===== src/common/touch_regs_map.svh =====
// Register addresses, field positions and reset values of the register bank
`ifndef TOUCH_REGS_MAP_SVH
`define TOUCH_REGS_MAP_SVH

`define OCTL_WADDR        4'hE
`define OCTL_RADDR        5'h0E
`define OCTL_RESET        12'h008
`define OCTL_SPAN_BIT     0
`define OCTL_MODE_BIT     2
`define OCTL_OFF_BIT      3
`define OCTL_CODE_LSB     4
`define OCTL_CODE_MSB     11

`define RES_VPOS_RADDR    5'h10
`define RES_HPOS_RADDR    5'h11
`define RES_PTWO_RADDR    5'h12
`define RES_AUX_ONE_RADDR 5'h13
`define RES_AUX_TWO_RADDR 5'h14
`define RES_AUX_THR_RADDR 5'h15
`define RES_BATT_ONE_RADDR 5'h16
`define RES_BATT_TWO_RADDR 5'h17
`define RES_TSE_RADDR     5'h18
`define RES_TDIF_RADDR    5'h19
`define RES_PONE_RADDR    5'h1A
`define RES_FIRST_RADDR   5'h10
`define RES_LAST_RADDR    5'h1A
`define RES_COUNT         11
`define RES_RESET         12'h000

`define EXT_PREFIX        4'hF
`define GPC1_WADDR        4'h0
`define GPC1_RADDR        5'h1B
`define GPC1_RESET        8'h00
`define GPC1_P2_ALERT     0
`define GPC1_P2_DIR       1
`define GPC1_P2_POL       2
`define GPC1_P2_FUNC      3
`define GPC1_P1_ALERT     4
`define GPC1_P1_DIR       5
`define GPC1_P1_POL       6
`define GPC1_P1_FUNC      7

`define FRAME_BITS        16
`define FRAME_LAST_BIT    4'hF

`endif


===== src/common/touch_regs_pkg.sv =====
// Types shared by the touch converter register bank
package touch_regs_pkg;
    typedef enum logic [0:0] {FRAME_IDLE, FRAME_SHIFT} frame_state_t;
    typedef logic [4:0] read_addr_t;
endpackage


===== src/hw/touch_adc_result_dac_gpio_regs.sv =====
// Register bank: output converter control, conversion results, pin control
//
// Notes on behaviour
// - Control bit 0 picks voltage span: 0 half supply, 1 full supply.
// - Control bit 2 picks output type: 0 voltage, 1 current.
// - Control bit 3 powers converter down; word resets to 0x008.
// - Control word at write 1110, read 01110; code in bits 4..11.
// - Vertical position result readable at 10000, read only.
// - Horizontal position result readable at 10001, read only.
// - Second pressure term readable at 10010, read only.
// - First pressure term readable at 11010, read only.
// - Auxiliary results at 10011, 10100, 10101, reset to zero.
// - Battery results at 10110 and 10111, reset to zero.
// - Temperature results at 11000 and 11001, reset to zero.
// - Top four bits 1111 select the extended write map.
// - Next four bits select pin register, last eight carry data.
// - Reads use a 5-bit address, data shifts out on serial output.
// - First pin control written at 1111 0000, read at 11011.
// - Bits 0 and 4 enable pin two and pin one alerts.
// - Bits 1 and 5 set pin direction: 0 output, 1 input.
// - Bits 2 and 6 set pin polarity: 0 low, 1 high active.
// - Bits 3 and 7 pick pin function: 0 analog, 1 general.
`timescale 1ns/10ps
`include "touch_regs_map.svh"

module touch_adc_result_dac_gpio_regs #(
    parameter int RES_W  = 12,
    parameter int WORD_W = 16
) (
    input  wire logic                       ref_clk,
    input  wire logic                       rst,
    input  wire logic                       clk_en,
    input  wire logic                       ser_cs_n,
    input  wire logic                       ser_clk,
    input  wire logic                       ser_din,
    output logic                            ser_dout,
    output logic                            ser_dout_oe,
    input  wire touch_regs_pkg::read_addr_t read_address,
    input  wire logic                       result_valid,
    input  wire touch_regs_pkg::read_addr_t result_channel,
    input  wire logic [RES_W-1:0]           result_data,
    output logic                            output_span_full,
    output logic                            output_current_mode,
    output logic                            converter_power_down,
    output logic [7:0]                      output_code,
    output logic                            pin_two_alert_enable,
    output logic                            pin_two_direction,
    output logic                            pin_two_polarity,
    output logic                            pin_two_function_select,
    output logic                            pin_one_alert_enable,
    output logic                            pin_one_direction,
    output logic                            pin_one_polarity,
    output logic                            pin_one_function_select
);

    touch_regs_pkg::frame_state_t     frame_state;
    logic [3:0]                       bit_count;
    logic                             ser_clk_prev;
    logic [WORD_W-1:0]                shift_in;
    logic [WORD_W-1:0]                shift_out;
    logic [11:0]                      out_ctrl;
    logic [7:0]                       pin_ctrl;
    logic [`RES_COUNT-1:0][RES_W-1:0] results;
    logic                             clk_rise;
    logic                             clk_fall;
    logic                             frame_start;
    logic                             commit;
    logic [WORD_W-1:0]                commit_word;
    logic                             ext_write;
    logic                             ctrl_write;
    logic                             pin_write;
    logic                             result_hit;

    // Result slot for an address, valid only inside the result window
    function automatic logic [3:0] result_index(
        input touch_regs_pkg::read_addr_t addr
    );
        logic [4:0] diff;
        diff = addr - `RES_FIRST_RADDR;
        return diff[3:0];
    endfunction

    function automatic logic in_results(
        input touch_regs_pkg::read_addr_t addr
    );
        return (addr >= `RES_FIRST_RADDR) && (addr <= `RES_LAST_RADDR);
    endfunction

    // Unmapped addresses read as zero
    function automatic logic [11:0] read_value(
        input touch_regs_pkg::read_addr_t addr
    );
        logic [11:0] val;
        val = 12'h000;
        if (addr == `OCTL_RADDR) begin
            val = out_ctrl;
        end else if (addr == `GPC1_RADDR) begin
            val = {4'h0, pin_ctrl};
        end else if (in_results(addr)) begin
            val = results[result_index(addr)];
        end
        return val;
    endfunction

    // Serial clock is sampled, so it must run well below ref_clk
    assign clk_rise    = ser_clk && !ser_clk_prev;
    assign clk_fall    = !ser_clk && ser_clk_prev;
    assign frame_start = !ser_cs_n &&
                         (frame_state == touch_regs_pkg::FRAME_IDLE);
    assign commit      = clk_en && !ser_cs_n && clk_rise &&
                         (frame_state == touch_regs_pkg::FRAME_SHIFT) &&
                         (bit_count == `FRAME_LAST_BIT);
    assign commit_word = {shift_in[WORD_W-2:0], ser_din};
    assign ext_write   = commit &&
                         (commit_word[15:12] == `EXT_PREFIX);
    assign ctrl_write  = commit &&
                         (commit_word[15:12] == `OCTL_WADDR);
    assign pin_write   = ext_write &&
                         (commit_word[11:8] == `GPC1_WADDR);
    assign result_hit  = clk_en && result_valid && in_results(result_channel);

    always_ff @(posedge ref_clk or posedge rst) begin
        if (rst) begin
            ser_clk_prev <= 1'b0;
        end else if (clk_en) begin
            ser_clk_prev <= ser_clk;
        end
    end

    always_ff @(posedge ref_clk or posedge rst) begin
        if (rst) begin
            frame_state <= touch_regs_pkg::FRAME_IDLE;
            bit_count   <= 4'h0;
            shift_in    <= '0;
        end else if (clk_en) begin
            if (ser_cs_n) begin
                frame_state <= touch_regs_pkg::FRAME_IDLE;
                bit_count   <= 4'h0;
            end else begin
                unique case (frame_state)
                    touch_regs_pkg::FRAME_IDLE: begin
                        frame_state <= touch_regs_pkg::FRAME_SHIFT;
                        bit_count   <= 4'h0;
                    end
                    touch_regs_pkg::FRAME_SHIFT: begin
                        if (clk_rise) begin
                            shift_in  <= commit_word;
                            bit_count <= bit_count + 4'h1;
                        end
                    end
                endcase
            end
        end
    end

    // Read data is captured when the frame opens, MSB first, upper nibble 0
    always_ff @(posedge ref_clk or posedge rst) begin
        if (rst) begin
            shift_out <= '0;
        end else if (clk_en) begin
            if (frame_start) begin
                shift_out <= {4'h0, read_value(read_address)};
            end else if (!ser_cs_n && clk_fall) begin
                shift_out <= {shift_out[WORD_W-2:0], 1'b0};
            end
        end
    end

    assign ser_dout    = shift_out[WORD_W-1];
    assign ser_dout_oe = !ser_cs_n;

    always_ff @(posedge ref_clk or posedge rst) begin
        if (rst) begin
            out_ctrl <= `OCTL_RESET;
        end else if (ctrl_write) begin
            out_ctrl <= commit_word[11:0];
        end
    end

    always_ff @(posedge ref_clk or posedge rst) begin
        if (rst) begin
            pin_ctrl <= `GPC1_RESET;
        end else if (pin_write) begin
            pin_ctrl <= commit_word[7:0];
        end
    end

    // No write path reaches the results: conversions are their only source
    always_ff @(posedge ref_clk or posedge rst) begin
        if (rst) begin
            results <= '0;
        end else if (result_hit) begin
            results[result_index(result_channel)] <= result_data;
        end
    end

    assign output_span_full        = out_ctrl[`OCTL_SPAN_BIT];
    assign output_current_mode     = out_ctrl[`OCTL_MODE_BIT];
    assign converter_power_down    = out_ctrl[`OCTL_OFF_BIT];
    assign output_code = out_ctrl[`OCTL_CODE_MSB:`OCTL_CODE_LSB];
    assign pin_two_alert_enable    = pin_ctrl[`GPC1_P2_ALERT];
    assign pin_two_direction       = pin_ctrl[`GPC1_P2_DIR];
    assign pin_two_polarity        = pin_ctrl[`GPC1_P2_POL];
    assign pin_two_function_select = pin_ctrl[`GPC1_P2_FUNC];
    assign pin_one_alert_enable    = pin_ctrl[`GPC1_P1_ALERT];
    assign pin_one_direction       = pin_ctrl[`GPC1_P1_DIR];
    assign pin_one_polarity        = pin_ctrl[`GPC1_P1_POL];
    assign pin_one_function_select = pin_ctrl[`GPC1_P1_FUNC];
endmodule // touch_adc_result_dac_gpio_regs


===== config.mk =====
export PLATFORM = sky130hd
export DESIGN_NAME = touch_adc_result_dac_gpio_regs
export DESIGN_NICKNAME = d
export VERILOG_FILES = /design/src/common/touch_regs_pkg.sv /design/src/hw/touch_adc_result_dac_gpio_regs.sv
export VERILOG_INCLUDE_DIRS = /design/src /design/src/common
export SDC_FILE = /design/constraint.sdc
export NUM_CORES = 1
export LEC_CHECK = 0
export ABC_AREA = 0
export BUFFER_PORTS_ARGS = -buffer_cell sky130_fd_sc_hd__buf_4
export CAP_MARGIN = 15
export CORE_ASPECT_RATIO = 1.1
export CORE_MARGIN = 4
export CORE_UTILIZATION = 40
export CTS_CLUSTER_SIZE = 24
export DETAILED_ROUTE_END_ITERATION = 16
export GPL_ROUTABILITY_DRIVEN = 0
export PLACE_DENSITY_LB_ADDON = 0.25
export SYNTH_ARGS = -nofsm -noshare
export SYNTH_HDL_FRONTEND = slang
export SYNTH_SLANG_ARGS = --single-unit

===== constraint.sdc =====
create_clock -name ref_clk -period 9.5 [get_ports ref_clk]
set_input_delay 0.475 -clock ref_clk [delete_from_list [all_inputs] [get_ports ref_clk]]
set_output_delay 0.475 -clock ref_clk [all_outputs]
set_load 0.005 [all_outputs]

==> results.py <==
metrics = {
    "sta": {
        "slew_headroom": 0.235,
        "finalClockSkew_ns": 0.00849,
        "hold_violations": 0,
        "setup_ws_ns": 7.15,
        "maxSlewViolCount": 0,
        "holdWs_ns": 0.114,
        "finalSetupViolCount": 0,
        "rsz0062_at_grt": "no",
        "fin_crit_ns": 2.36,
        "worst_pin_slew_ns": 1.14,
        "post-route-period-util": 0.248,
        "fin_setup_tns_ns": 0,
        "fmax_ghz": 0.425,
    },
    "grt": {
        "grt_pass1_vias": 5791,
        "grt_pass1_wl_microns": 32400,
        "antenna_found_initial": 0,
        "grt_start_max_net_pins": 67,
        "gr-total-overflow": 0,
        "grt_usage": 0.173,
    },
    "die": {
        "start_util": 0.408,
        "die_y_microns": 163,
        "fp-row-count": 56,
        "core_area_sq_um": 21400,
        "dieArea_sq_um": 24300,
        "die_w_microns": 149,
        "ios": 50,
    },
    "critical_path": {
        "worst_ep_required_time_ns": 9.82,
        "r2r_start": "ser_clk_prev",
        "startpoint": "ser_clk_prev",
        "rrSetupSlack_ns": 7.15,
        "critical_path_class": "flop to flop",
        "worst_r2r_path_depth": 4,
        "cp.arrival_ns": 2.67,
        "rr_endpoint": "out_ctrl[6]",
        "end_kind": "flop",
        "crit_fanout": 19,
        "start_kind": "flop",
    },
    "power_and_ir_drop": {
        "p_per_area_nw_per_um2": 195,
        "p_leak_nw": 4.62,
        "peakVddDrop_v": 0.000122,
        "p_total_mw": 1.92,
    },
    "yosys": {
        "yosys_warnings": 0,
        "netlist_top_cells_count": "dfrtp_1, mux2_2, mux2i_1",
        "yosysUniqueCellTypes": 51,
        "synth_ff_type": "dfrtp_1",
        "syn_avg_cell_area_sq_um": 13.1,
        "synth_enable_flop_cells": 0,
        "synth_area_sq_um": 8740,
        "yosysTopAreaCell": "dfrtp_1",
        "ys_ff_latch": 189,
        "syn_inst": 666,
        "ys_seq_area_frac": 0.541,
        "synth_nets": 696,
        "synth_most_common_cell": "dfrtp_1",
        "synth_top_area_frac": 0.538,
        "ys_async_sr_fraction": 1.00,
        "yosys-top-cells-area": "dfrtp_1, mux2_2, mux2i_1, mux4_2, a21oi_1",
    },
    "clock_network": {
        "htree_levels": 4,
        "cts.sinks": 189,
        "cts_tree": "done",
        "hold_buffers": 0,
        "clk_pin_slew_ns": 0.07,
        "post_cts_resized": 0,
        "cts_setup_buffers": 0,
        "clkLatencyLatePin_ns": 0.43,
        "cts_made_buffers": 17,
        "clock_tree.root_cell": "clkbuf_16",
        "clk_path_buf_depth": 2,
    },
    "place": {
        "numPortBuffers": 49,
        "place_hpwl_microns": 13800,
        "pre_cts_ws_ns": 6.74,
    },
    "layout": {
        "drive_gt1_frac": 0.396,
        "fin_nets": 716,
        "diodes": 0,
        "fillers": 1937,
        "area.growth.synth_to_final_pct": 13.0,
    },
    "run": {
        "maxCapViolCount": 0,
    },
    "route": {
        "drc": 0,
        "routedWlPerCell_microns": 20.2,
        "dr.pass1.iters": 5,
        "vias": 5401,
        "ant_nets": 0,
        "routed_via_density": 5.46,
        "drt-total-wl_microns": 20000,
        "drt-initial-drc-count": 320,
    },
    "worst_hold_path": {
        "hp-class": "primary input to asynchronous set/reset pin",
    },
    "status": {
        "status": "complete, no violations",
    },
}
-- per-stage QoR --
step	utilization	instances	area [sq um]
CTS	0.461	989	9880
finish	0.461	989	9880
detailed placement	0.432	957	9250
floorplan	-	666	8740
global route	0.461	989	9880
global placement	0.432	957	9250
-- state kept, by name (all words and copies together) (netlist names) --
name          count
shift_in         15
shift_out        16
pin_ctrl          8
bit_count         4
out_ctrl         12
ser_clk_prev      1
results         132
frame_state       1
-- report_power, final --
| group | switching, mW | leakage [nW] | internal [mW] |
|---|---|---|---|
| clock network | 0.308 | 0.313 | 0.450 |
| logic | 0.104 | 1.79 | 0.113 |
| registers | 0.0504 | 2.52 | 0.898 |
| total | 0.462 | 4.62 | 1.46 |
-- worst max path at each step --
stage / slack (ns) / end / cells past startpoint
after floorplan: 3.88 / bit_count[0] / 1
after global placement: 6.80 / results[126] / 5
after detailed placement: 6.74 / results[93] / 5
after CTS: 7.12 / out_ctrl[11] / 4
after global routing: 6.96 / results[84] / 4
final: 7.15 / out_ctrl[6] / 4
-- cell type report --
cell class / count / area (sq um) / share of cell area
sequential: 189 / 4730 / 0.479
multi-input combinational: 419 / 3730 / 0.378
clock buffer: 19 / 443 / 0.0448
timing repair buffer: 54 / 405 / 0.0410
tap: 290 / 363 / 0.0367
clock inverter: 13 / 186 / 0.0189
inverter: 5 / 23.8 / 0.00241
-- kinds of logic after synthesis --
logic type      after synthesis  share of synthesized area
fa+ha+maj                     1                    0.00143
xor+xnor                      2                    0.00200
simple gates                110                     0.0714
compound gates               86                     0.0635
buf+inv                      58                     0.0329
flops                       189                      0.541
mux                         220                      0.288
-- placed cells by master, fill, tap and decap left out, types with 3 or more instances in the layout --
master and count:
buf_4 54, o21a_1 3, a2bb2oi_1 5, clkinv_2 4, mux2i_1 44, nand3_1 13
a22oi_1 4, o2bb2ai_1 5, nor3_1 3, or3b_2 4, or2_2 3, nor4_1 6
or3_1 6, clkbuf_16 17, a21oi_1 24, inv_6 3, mux4_2 7, mux2_2 168
nor2_2 3, nand4_1 3, o21ai_0 13, nand2_1 28, nand2b_1 7, inv_1 4
o22ai_1 17, bufinv_16 4, dfrtp_1 188, o211ai_1 4, nor2_1 18
-- critical path: stages, from the launching register on --
cell and delay [ns]:
dfrtp_1 0.39, and3b_2 0.31, nand3_4 0.28, nor4_4 0.84
mux2_2 0.41
-- layer usage --
| metal | up-vias | track usage | wire [microns] |
|---|---|---|---|
| met4 | 0 | 0.0549 | 337 |
| li1 | 2465 | - | - |
| met5 | - | 0 | 0 |
| met1 | 2820 | 0.224 | 8650 |
| met2 | 90 | 0.291 | 10200 |
| met3 | 26 | 0.0375 | 799 |
Note: power is estimated with default switching activity, not from simulation.
